==> src/iacq_pkg.sv <==
// Shared constants, types and decode helpers for the instruction address compare qualifier.
// Assumes a 32-bit classic Wishbone register port and a 32-bit instruction address.
package iacq_pkg;

  // Register byte offsets
  localparam logic [7:0] OFF_CTRL0 = 8'h00;
  localparam logic [7:0] OFF_CTRL1 = 8'h04;
  localparam logic [7:0] OFF_STATUS = 8'h08;
  localparam logic [7:0] OFF_MASK = 8'h0C;
  localparam logic [7:0] OFF_CMP1 = 8'h10;
  localparam logic [7:0] OFF_CMP2 = 8'h14;
  localparam logic [7:0] OFF_CMP3 = 8'h18;
  localparam logic [7:0] OFF_CMP4 = 8'h1C;

  // Field positions
  localparam int unsigned CTL1_MODE_A_LSB = 0;
  localparam int unsigned CTL1_MODE_B_LSB = 2;
  localparam int unsigned CTL1_SPACE_LSB = 4;
  localparam int unsigned CTL1_TGL_A_BIT = 12;
  localparam int unsigned CTL1_TGL_B_BIT = 13;
  localparam int unsigned STAT_TS_LSB = 4;
  localparam int unsigned NUM_EVT = 4;
  localparam int unsigned NUM_PAIR = 2;

  // Reset values
  localparam logic [31:0] RST_WORD = 32'h0000_0000;
  localparam logic [3:0] RST_NIB = 4'h0;
  localparam logic [1:0] RST_PAIR = 2'h0;

  // Pair compare mode codes
  typedef enum logic [1:0] {
    IACQ_MODE_EXACT = 2'b00,
    IACQ_MODE_RSVD = 2'b01,
    IACQ_MODE_RINC = 2'b10,
    IACQ_MODE_REXC = 2'b11
  } iacq_mode_t;

  // Address space selector codes
  localparam logic [1:0] SPACE_ANY = 2'b00;
  localparam logic [1:0] SPACE_REAL = 2'b01;
  localparam logic [1:0] SPACE_ZERO = 2'b10;
  localparam logic [1:0] SPACE_ONE = 2'b11;

  // Instruction presented by the pipeline
  typedef struct packed {
    logic valid;
    logic space;
    logic [31:0] addr;
  } iacq_insn_t;

  // Per-pair configuration and toggle state
  typedef struct packed {
    iacq_mode_t mode;
    logic tgl_en;
    logic tgl_st;
  } iacq_pair_cfg_t;

  // Space selector check; reserved real-address code never matches
  function automatic logic space_ok(input logic [1:0] sel, input logic flag);
    case (sel)
      SPACE_ANY: space_ok = 1'b1;
      SPACE_ZERO: space_ok = ~flag;
      SPACE_ONE: space_ok = flag;
      default: space_ok = 1'b0;
    endcase
  endfunction : space_ok

endpackage : iacq_pkg

==> src/iacq_event_qual.sv <==
// Final qualification of one compare event: enable, space selector, address match.
// Assumes the instruction fields arrive together in one cycle.
`timescale 1ns/1ps
`default_nettype none
module iacq_event_qual (
  input wire logic valid,
  input wire logic enable,
  input wire logic [1:0] space_sel,
  input wire logic space_flag,
  input wire logic match,
  output logic hit
);

  // Only address and one space flag take part; no process id
  assign hit = valid & enable & match & iacq_pkg::space_ok(space_sel, space_flag);

endmodule : iacq_event_qual
`default_nettype wire

==> src/iacq_pair_cmp.sv <==
// Address comparator for one pair of compare registers: exact or range.
// Assumes the mode and toggle state are stable registers in the caller.
`timescale 1ns/1ps
`default_nettype none
module iacq_pair_cmp #(
  parameter int unsigned AW = 32
) (
  input wire logic [AW-1:0] addr,
  input wire logic [AW-1:0] lo,
  input wire logic [AW-1:0] hi,
  input wire iacq_pkg::iacq_pair_cfg_t cfg,
  output logic match_lo,
  output logic match_hi
);

  if (AW < 2 || AW > 32) begin : g_bad_aw
    $error("iacq_pair_cmp: AW must lie in 2..32");
  end

  logic inclusive;
  logic in_range;
  logic range_hit;

  // Toggle status reverses the sense of both range codes, but only while the pair's toggle enable is set
  assign inclusive = (cfg.mode == iacq_pkg::IACQ_MODE_RINC) ^ (cfg.tgl_en & cfg.tgl_st);
  assign in_range = (lo <= addr) && (addr < hi);
  assign range_hit = inclusive ? in_range : ~in_range;

  // Mode select; reserved code yields no match
  always_comb begin
    case (cfg.mode)
      iacq_pkg::IACQ_MODE_EXACT: begin
        match_lo = (addr == lo);
        match_hi = (addr == hi);
      end
      iacq_pkg::IACQ_MODE_RINC, iacq_pkg::IACQ_MODE_REXC: begin
        match_lo = range_hit;
        match_hi = range_hit;
      end
      default: begin
        match_lo = 1'b0;
        match_hi = 1'b0;
      end
    endcase
  end

endmodule : iacq_pair_cmp
`default_nettype wire

==> src/iacq_top.sv <==
// Instruction address compare qualifier: four compare events, range auto-toggle,
// Wishbone register file and a level interrupt.
// Assumes one 50 MHz clock, a synchronous active-low reset and a pipeline that
// presents each attempted instruction for one cycle with its space flag.
//
// The Wishbone register port and the register offsets were chosen for this implementation.
`timescale 1ns/1ps
`default_nettype none
module iacq_top (
  input wire logic clock,
  input wire logic resetn,
  input wire logic wb_cyc_i,
  input wire logic wb_stb_i,
  input wire logic wb_we_i,
  input wire logic [7:0] wb_adr_i,
  input wire logic [3:0] wb_sel_i,
  input wire logic [31:0] wb_dat_i,
  output logic [31:0] wb_dat_o,
  output logic wb_ack_o,
  input wire iacq_pkg::iacq_insn_t insn,
  output logic [3:0] cmp_hit,
  output logic [1:0] pair_toggle_status,
  output logic irq
);

  localparam int unsigned AW = 32;

  // Bus handshake state
  logic ack_q;
  logic bus_req;
  logic bus_go;
  logic bus_done;
  logic wr_done;
  logic rd_done;

  // Register contents
  logic [3:0] evt_en_q;
  logic [31:0] ctrl1_q;
  logic [3:0] evt_st_q;
  logic [1:0] tgl_st_q;
  logic [3:0] mask_q;
  logic [31:0] cmp_q [iacq_pkg::NUM_EVT];
  logic [31:0] rdata_d;
  logic [31:0] rdata_q;
  logic [3:0] hit_q;

  // Decoded configuration
  iacq_pkg::iacq_pair_cfg_t pair_cfg [iacq_pkg::NUM_PAIR];
  logic [1:0] space_sel [iacq_pkg::NUM_EVT];
  logic [3:0] match;
  logic [3:0] hit;
  logic [1:0] pair_evt;
  logic [1:0] tgl_en;

  // Byte-lane merge for partial writes
  function automatic logic [31:0] merge(input logic [31:0] old, input logic [31:0] nw, input logic [3:0] sel);
    logic [31:0] res;
    res = old;
    for (int b = 0; b < 4; b++) begin
      if (sel[b]) begin
        res[b*8 +: 8] = nw[b*8 +: 8];
      end
    end
    merge = res;
  endfunction : merge

  // Address decode helper
  function automatic logic hit_off(input logic [7:0] adr, input logic [7:0] off);
    hit_off = (adr == off);
  endfunction : hit_off

  // Classic Wishbone: ack one cycle after the request, dropped after one cycle
  assign bus_req = wb_cyc_i & wb_stb_i;
  assign bus_go = bus_req & ~ack_q;
  assign bus_done = bus_req & ack_q;
  assign wr_done = bus_done & wb_we_i;
  assign rd_done = bus_done & ~wb_we_i;
  assign wb_ack_o = ack_q;
  assign wb_dat_o = rdata_q;

  // Acknowledge register
  always_ff @(posedge clock) begin
    if (!resetn) begin
      ack_q <= 1'b0;
    end else begin
      ack_q <= bus_go;
    end
  end

  // Read mux; unmapped offsets read zero
  always_comb begin
    rdata_d = iacq_pkg::RST_WORD;
    case (wb_adr_i)
      iacq_pkg::OFF_CTRL0: rdata_d[3:0] = evt_en_q;
      iacq_pkg::OFF_CTRL1: rdata_d = ctrl1_q;
      iacq_pkg::OFF_STATUS: begin
        rdata_d[3:0] = evt_st_q;
        rdata_d[iacq_pkg::STAT_TS_LSB +: 2] = tgl_st_q;
      end
      iacq_pkg::OFF_MASK: rdata_d[3:0] = mask_q;
      iacq_pkg::OFF_CMP1: rdata_d = cmp_q[0];
      iacq_pkg::OFF_CMP2: rdata_d = cmp_q[1];
      iacq_pkg::OFF_CMP3: rdata_d = cmp_q[2];
      iacq_pkg::OFF_CMP4: rdata_d = cmp_q[3];
      default: rdata_d = iacq_pkg::RST_WORD;
    endcase
  end

  // Read data captured as the ack rises
  always_ff @(posedge clock) begin
    if (!resetn) begin
      rdata_q <= iacq_pkg::RST_WORD;
    end else if (bus_go && !wb_we_i) begin
      rdata_q <= rdata_d;
    end
  end

  // Event enable register
  always_ff @(posedge clock) begin
    if (!resetn) begin
      evt_en_q <= iacq_pkg::RST_NIB;
    end else if (wr_done && hit_off(wb_adr_i, iacq_pkg::OFF_CTRL0) && wb_sel_i[0]) begin
      evt_en_q <= wb_dat_i[3:0];
    end
  end

  // Mode, space selector and toggle enable register
  always_ff @(posedge clock) begin
    if (!resetn) begin
      ctrl1_q <= iacq_pkg::RST_WORD;
    end else if (wr_done && hit_off(wb_adr_i, iacq_pkg::OFF_CTRL1)) begin
      ctrl1_q <= merge(ctrl1_q, wb_dat_i, wb_sel_i);
    end
  end

  // Interrupt mask register
  always_ff @(posedge clock) begin
    if (!resetn) begin
      mask_q <= iacq_pkg::RST_NIB;
    end else if (wr_done && hit_off(wb_adr_i, iacq_pkg::OFF_MASK) && wb_sel_i[0]) begin
      mask_q <= wb_dat_i[3:0];
    end
  end

  // Compare address registers, one per event
  for (genvar e = 0; e < iacq_pkg::NUM_EVT; e++) begin : g_cmp_reg
    always_ff @(posedge clock) begin
      if (!resetn) begin
        cmp_q[e] <= iacq_pkg::RST_WORD;
      end else if (wr_done && hit_off(wb_adr_i, iacq_pkg::OFF_CMP1 + 8'(e * 4))) begin
        cmp_q[e] <= merge(cmp_q[e], wb_dat_i, wb_sel_i);
      end
    end
    assign space_sel[e] = ctrl1_q[iacq_pkg::CTL1_SPACE_LSB + 2*e +: 2];
  end

  // Per-pair toggle enables from the control word
  assign tgl_en[0] = ctrl1_q[iacq_pkg::CTL1_TGL_A_BIT];
  assign tgl_en[1] = ctrl1_q[iacq_pkg::CTL1_TGL_B_BIT];

  // Pair configuration and comparators
  for (genvar p = 0; p < iacq_pkg::NUM_PAIR; p++) begin : g_pair
    localparam int unsigned MLSB = (p == 0) ? iacq_pkg::CTL1_MODE_A_LSB : iacq_pkg::CTL1_MODE_B_LSB;
    assign pair_cfg[p].mode = iacq_pkg::iacq_mode_t'(ctrl1_q[MLSB +: 2]);
    assign pair_cfg[p].tgl_en = tgl_en[p];
    assign pair_cfg[p].tgl_st = tgl_st_q[p];

    iacq_pair_cmp #(
      .AW(AW)
    ) u_cmp (
      .addr(insn.addr),
      .lo(cmp_q[2*p]),
      .hi(cmp_q[2*p+1]),
      .cfg(pair_cfg[p]),
      .match_lo(match[2*p]),
      .match_hi(match[2*p+1])
    );

    // Either event of the pair counts as a pair event
    assign pair_evt[p] = hit[2*p] | hit[2*p+1];
  end

  // Qualification of each event with the space flag of the same instruction
  for (genvar e = 0; e < iacq_pkg::NUM_EVT; e++) begin : g_evt
    iacq_event_qual u_qual (
      .valid(insn.valid),
      .enable(evt_en_q[e]),
      .space_sel(space_sel[e]),
      .space_flag(insn.space),
      .match(match[e]),
      .hit(hit[e])
    );
  end

  // Sticky event status; a read clears, a new event wins over the clear
  always_ff @(posedge clock) begin
    if (!resetn) begin
      evt_st_q <= iacq_pkg::RST_NIB;
    end else if (rd_done && hit_off(wb_adr_i, iacq_pkg::OFF_STATUS)) begin
      // Clear only what the read returned; a bit set after the data was captured survives
      evt_st_q <= (evt_st_q & ~rdata_q[3:0]) | hit;
    end else begin
      evt_st_q <= evt_st_q | hit;
    end
  end

  // Toggle status: flips on a pair event while the pair's toggle enable is set, else software may load it
  for (genvar p = 0; p < iacq_pkg::NUM_PAIR; p++) begin : g_tgl
    always_ff @(posedge clock) begin
      if (!resetn) begin
        tgl_st_q[p] <= 1'b0;
      end else if (pair_evt[p] && tgl_en[p]) begin
        tgl_st_q[p] <= ~tgl_st_q[p];
      end else if (wr_done && hit_off(wb_adr_i, iacq_pkg::OFF_STATUS) && wb_sel_i[0]) begin
        tgl_st_q[p] <= wb_dat_i[iacq_pkg::STAT_TS_LSB + p];
      end
    end
  end

  // One-cycle event pulses toward the core
  always_ff @(posedge clock) begin
    if (!resetn) begin
      hit_q <= iacq_pkg::RST_NIB;
    end else begin
      hit_q <= hit;
    end
  end

  assign cmp_hit = hit_q;
  assign pair_toggle_status = tgl_st_q;

  // Level interrupt while any unmasked status bit stands
  assign irq = |(evt_st_q & mask_q);

endmodule : iacq_top
`default_nettype wire

==> config.mk <==
export PLATFORM = sky130hd
export DESIGN_NAME = iacq_top
export DESIGN_NICKNAME = d
export VERILOG_FILES = /design/src/iacq_pkg.sv /design/src/iacq_event_qual.sv /design/src/iacq_pair_cmp.sv /design/src/iacq_top.sv
export SDC_FILE = /design/constraint.sdc
export NUM_CORES = 1
export LEC_CHECK = 0
export BUFFER_PORTS_ARGS = -buffer_cell sky130_fd_sc_hd__buf_4
export CORE_MARGIN = 3
export CORE_UTILIZATION = 50
export CTS_BUF_LIST = sky130_fd_sc_hd__clkbuf_16
export CTS_CLUSTER_DIAMETER = 40
export DETAILED_ROUTE_END_ITERATION = 12
export PLACE_DENSITY = 0.68
export SLEW_MARGIN = 10
export SYNTH_ARGS = -nofsm -noshare
export SYNTH_HDL_FRONTEND = slang
export SYNTH_SLANG_ARGS = --single-unit
==> constraint.sdc <==
create_clock -name clock -period 5.1 [get_ports clock]
set_input_delay 1.02 -clock clock [delete_from_list [all_inputs] [get_ports clock]]
set_output_delay 1.02 -clock clock [all_outputs]
set_load 0.01 [all_outputs]
==> results.sh <==
export IMPL_hold_viol=0
export IMPL_antenna_found_initial=0
export IMPL_status="finished, final reports clean"
export IMPL_cp_slowest_stage_delay_ns=0.51
export IMPL_setup_worst_path_end_class="register"
export IMPL_maxCapViolCount=0
export IMPL_drive_above_1_share_pct=15.6
export IMPL_cp_data_arrival_time_ns=4.01
export IMPL_portBuffers=122
export IMPL_final_cell_area_um2=14600
export IMPL_hold_path_class="register to register"
export IMPL_antenna_cells=0
export IMPL_finalClockSkew_ns=0.0245
export IMPL_syn_to_final_growth_pct=20.6
export IMPL_cts_buffer_depth=3
export IMPL_ir_worst_vdd_v=0.000226
export IMPL_grt_pass1_wl_um=57100
export IMPL_async_reset_ff_share_pct=0
export IMPL_avgViaCountPerCell=5.92
export IMPL_postSynthAreaPerCell_um2=9.58
export IMPL_p_comb_share_pct=8.5
export IMPL_cts_root_buffer="clkbuf_16"
export IMPL_crit_chain="buf_4 > ha_1 > nand4_1 > nor4_2 > nor3b_2 > o311a_1 > nor4_1 > mux2_4 > o2111ai_2 > a21oi_1 > or4_1"
export IMPL_yosysWarnings=0
export IMPL_rsz0062_at_grt="false"
export IMPL_synth_distinct_cells=57
export IMPL_cts_htree_levels=2
export IMPL_p_per_area_nw_per_um2=315
export IMPL_cts_tree="done"
export IMPL_p_seq_share_pct=41.0
export IMPL_worstMarginPinSlew_ns=1.11
export IMPL_fmax_mhz=275
export IMPL_hold_buffers=0
export IMPL_fin_setup_tns_ns=0
export IMPL_power_share_switching_pct=23.9
export IMPL_fin_crit_sh_pct=71.2
export IMPL_cp_max_fo=4
export IMPL_vias=10300
export IMPL_syn_cell_area_um2=12100
export IMPL_route_antenna_remaining_nets=0
export IMPL_p_int_mw=3.50
export IMPL_dr_pass1_iters=8
export IMPL_overflow=0
export IMPL_p_clk_share_pct=50.6
export IMPL_wl_um=37000
export IMPL_synth_cells=1261
export IMPL_initial_core_util_pct=51.2
export IMPL_post_cts_buffers=0
export IMPL_p_sw_mw=1.10
export IMPL_coreArea_um2=23600
export IMPL_setup_viol=0
export IMPL_fin_cells=1736
export IMPL_cts_clk_slew_worst_paths_ns=0.05
export IMPL_drc=0
export IMPL_relSlewSlack_pct=25.7
export IMPL_synth_edf_count=128
export IMPL_gp_congestion=0.919
export IMPL_drv_slew=0
export IMPL_cp_slowest_cell="or4_1"
export IMPL_synthFlopType="edfxtp_1"
export IMPL_dpl_cell_area_um2=13400
export IMPL_start_kind="input port"
export IMPL_cts_repair_resize_count=0
export IMPL_io_pins=123
export IMPL_layout_common_cells="157 x nand2_1, 143 x buf_4, 138 x and2_1, 128 x ha_1, 128 x edfxtp_1"
export IMPL_cts_inserted_buffers=35
export IMPL_grt_pass1_vias=10300
export IMPL_final_common_cell="nand2_1"
export IMPL_wl_per_cell_um=21.3
export IMPL_die_x_um=161
export IMPL_dp_hpwl_um=26900
export IMPL_path_class="input port to register"
export IMPL_nNetsFinal=1601
export IMPL_drt_iter0_markers=1015
export IMPL_cts_num_sinks=211
export IMPL_core_rowCount=56
export IMPL_clk_latency_ns=0.52
export IMPL_die_area_um2=26100
export IMPL_dp_cells=1672
export IMPL_ys_ff_latch=211
export IMPL_leakagePower_nw=6.05
export IMPL_layout_min_cycle_time_ns=3.63
export IMPL_required_ns=5.48
export IMPL_dieHeight_um=161
export IMPL_ys_seq_area_share_pct=45.6
export IMPL_synth_nets=1472
export IMPL_grt_usage_pct=28.2
export IMPL_grt_max_degree=56
[metal layers]
metal | GRT usage [%] | up-vias | part of all wire, %
li1 | - | 4837 | -
met1 | 39.2 | 4860 | 42
met2 | 45.1 | 489 | 45
met3 | 5.13 | 90 | 9.3
met4 | 8.53 | 0 | 2.9
met5 | 0 | - | 0
[kinds of logic (layout without fill, tap and decap cells)]
logic type / Yosys count / after routing / share of synthesized area (%)
and+or+nand+nor: 490 / 490 / 20.9
adders and majority gates: 128 / 128 / 13.3
buffers and inverters: 156 / 312 / 4.85
AOI/OAI and AO/OA: 268 / 268 / 14.8
DFF: 211 / 211 / 45.6
muxes: 2 / 2 / 0.207
xor gates and xnor gates: 6 / 6 / 0.435
[path summary, 6_finish.rpt]
check | from | end | slack [ns] | cells after the start
worst max-delay path | insn[30] | pair_toggle_status[1]$_SDFFE_PN0P_ | 1.47 | 11
worst min-delay path | ctrl1_q[21]$_SDFFE_PN0P_ | ctrl1_q[21]$_SDFFE_PN0P_ | 0.45 | 2
worst max register to register | cmp_q[3][26]$_SDFFCE_PN0P_ | pair_toggle_status[1]$_SDFFE_PN0P_ | 1.69 | 11
worst min register to register | ctrl1_q[21]$_SDFFE_PN0P_ | ctrl1_q[21]$_SDFFE_PN0P_ | 0.45 | 2
[state kept, by name (all words and copies together) (netlist names)]
name	flops
cmp_q	128
evt_en_q	4
cmp_hit	4
wb_dat_o	32
ctrl1_q	32
pair_toggle_status	2
mask_q	4
wb_ack_o	1
evt_st_q	4
[critical path, delay by kind of cell]
kind / cells / cell delay (ns)
compound gates: 3 / 0.62
fa+ha+maj: 1 / 0.32
buf+inv: 1 / 0.13
mux: 1 / 0.29
simple gates: 5 / 1.63
[power by group through the flow]
stage,Sequential (mW),Clock [mW],Combinational (mW)
2_1_floorplan,1.91,0,0.200
3_3_place_gp,1.92,0,0.376
3_5_place_dp,1.92,0,0.384
4_1_cts,1.88,2.34,0.387
5_1_grt,1.89,2.43,0.434
6_report,1.88,2.32,0.389
[cells in the mapped netlist, drive strengths merged (5+ instances only)]
library cell / instances / area share, %
a211o: 5 / 0.36
a21o: 10 / 0.62
a21oi: 103 / 4.3
a221oi: 11 / 0.80
a222oi: 26 / 2.2
a22oi: 40 / 2.5
a31oi: 5 / 0.26
and2: 139 / 7.2
and3: 5 / 0.26
clkbuf: 50 / 1.6
dfxtp: 83 / 14
edfxtp: 128 / 32
ha: 128 / 13
inv: 104 / 3.2
nand2: 157 / 4.9
nand3: 63 / 2.6
nand4: 28 / 1.7
nor2: 47 / 1.5
nor2b: 6 / 0.31
nor3: 19 / 0.83
nor4: 11 / 0.80
o21ai: 40 / 1.7
[stage by stage]
| step | power [mW] | util [%] | worst slack (ns) | hold WS, ns |
|---|---|---|---|---|
| 5_1_grt | 4.75 | 61.7 | 1.40 | 0.479 |
| 2_1_floorplan | 2.11 | - | 1.58 | 0.431 |
| 6_report | 4.60 | 61.7 | 1.47 | 0.454 |
| 3_3_place_gp | 2.29 | 56.8 | 1.02 | 0.439 |
| 4_1_cts | 4.61 | 61.7 | 1.48 | 0.451 |
| 3_5_place_dp | 2.30 | 56.8 | 0.975 | 0.446 |
[final cells by class]
class	instances	area, um2
Clock buffer	36	901
Timing Repair Buffer	143	1070
Multi-Input combinational cell	894	6040
Tap cell	319	399
Inverter	105	394
Fill cell	2048	9040
Sequential cell	211	5510
Clock inverter	28	264
No activity file was read; power rests on OpenSTA's default activity.
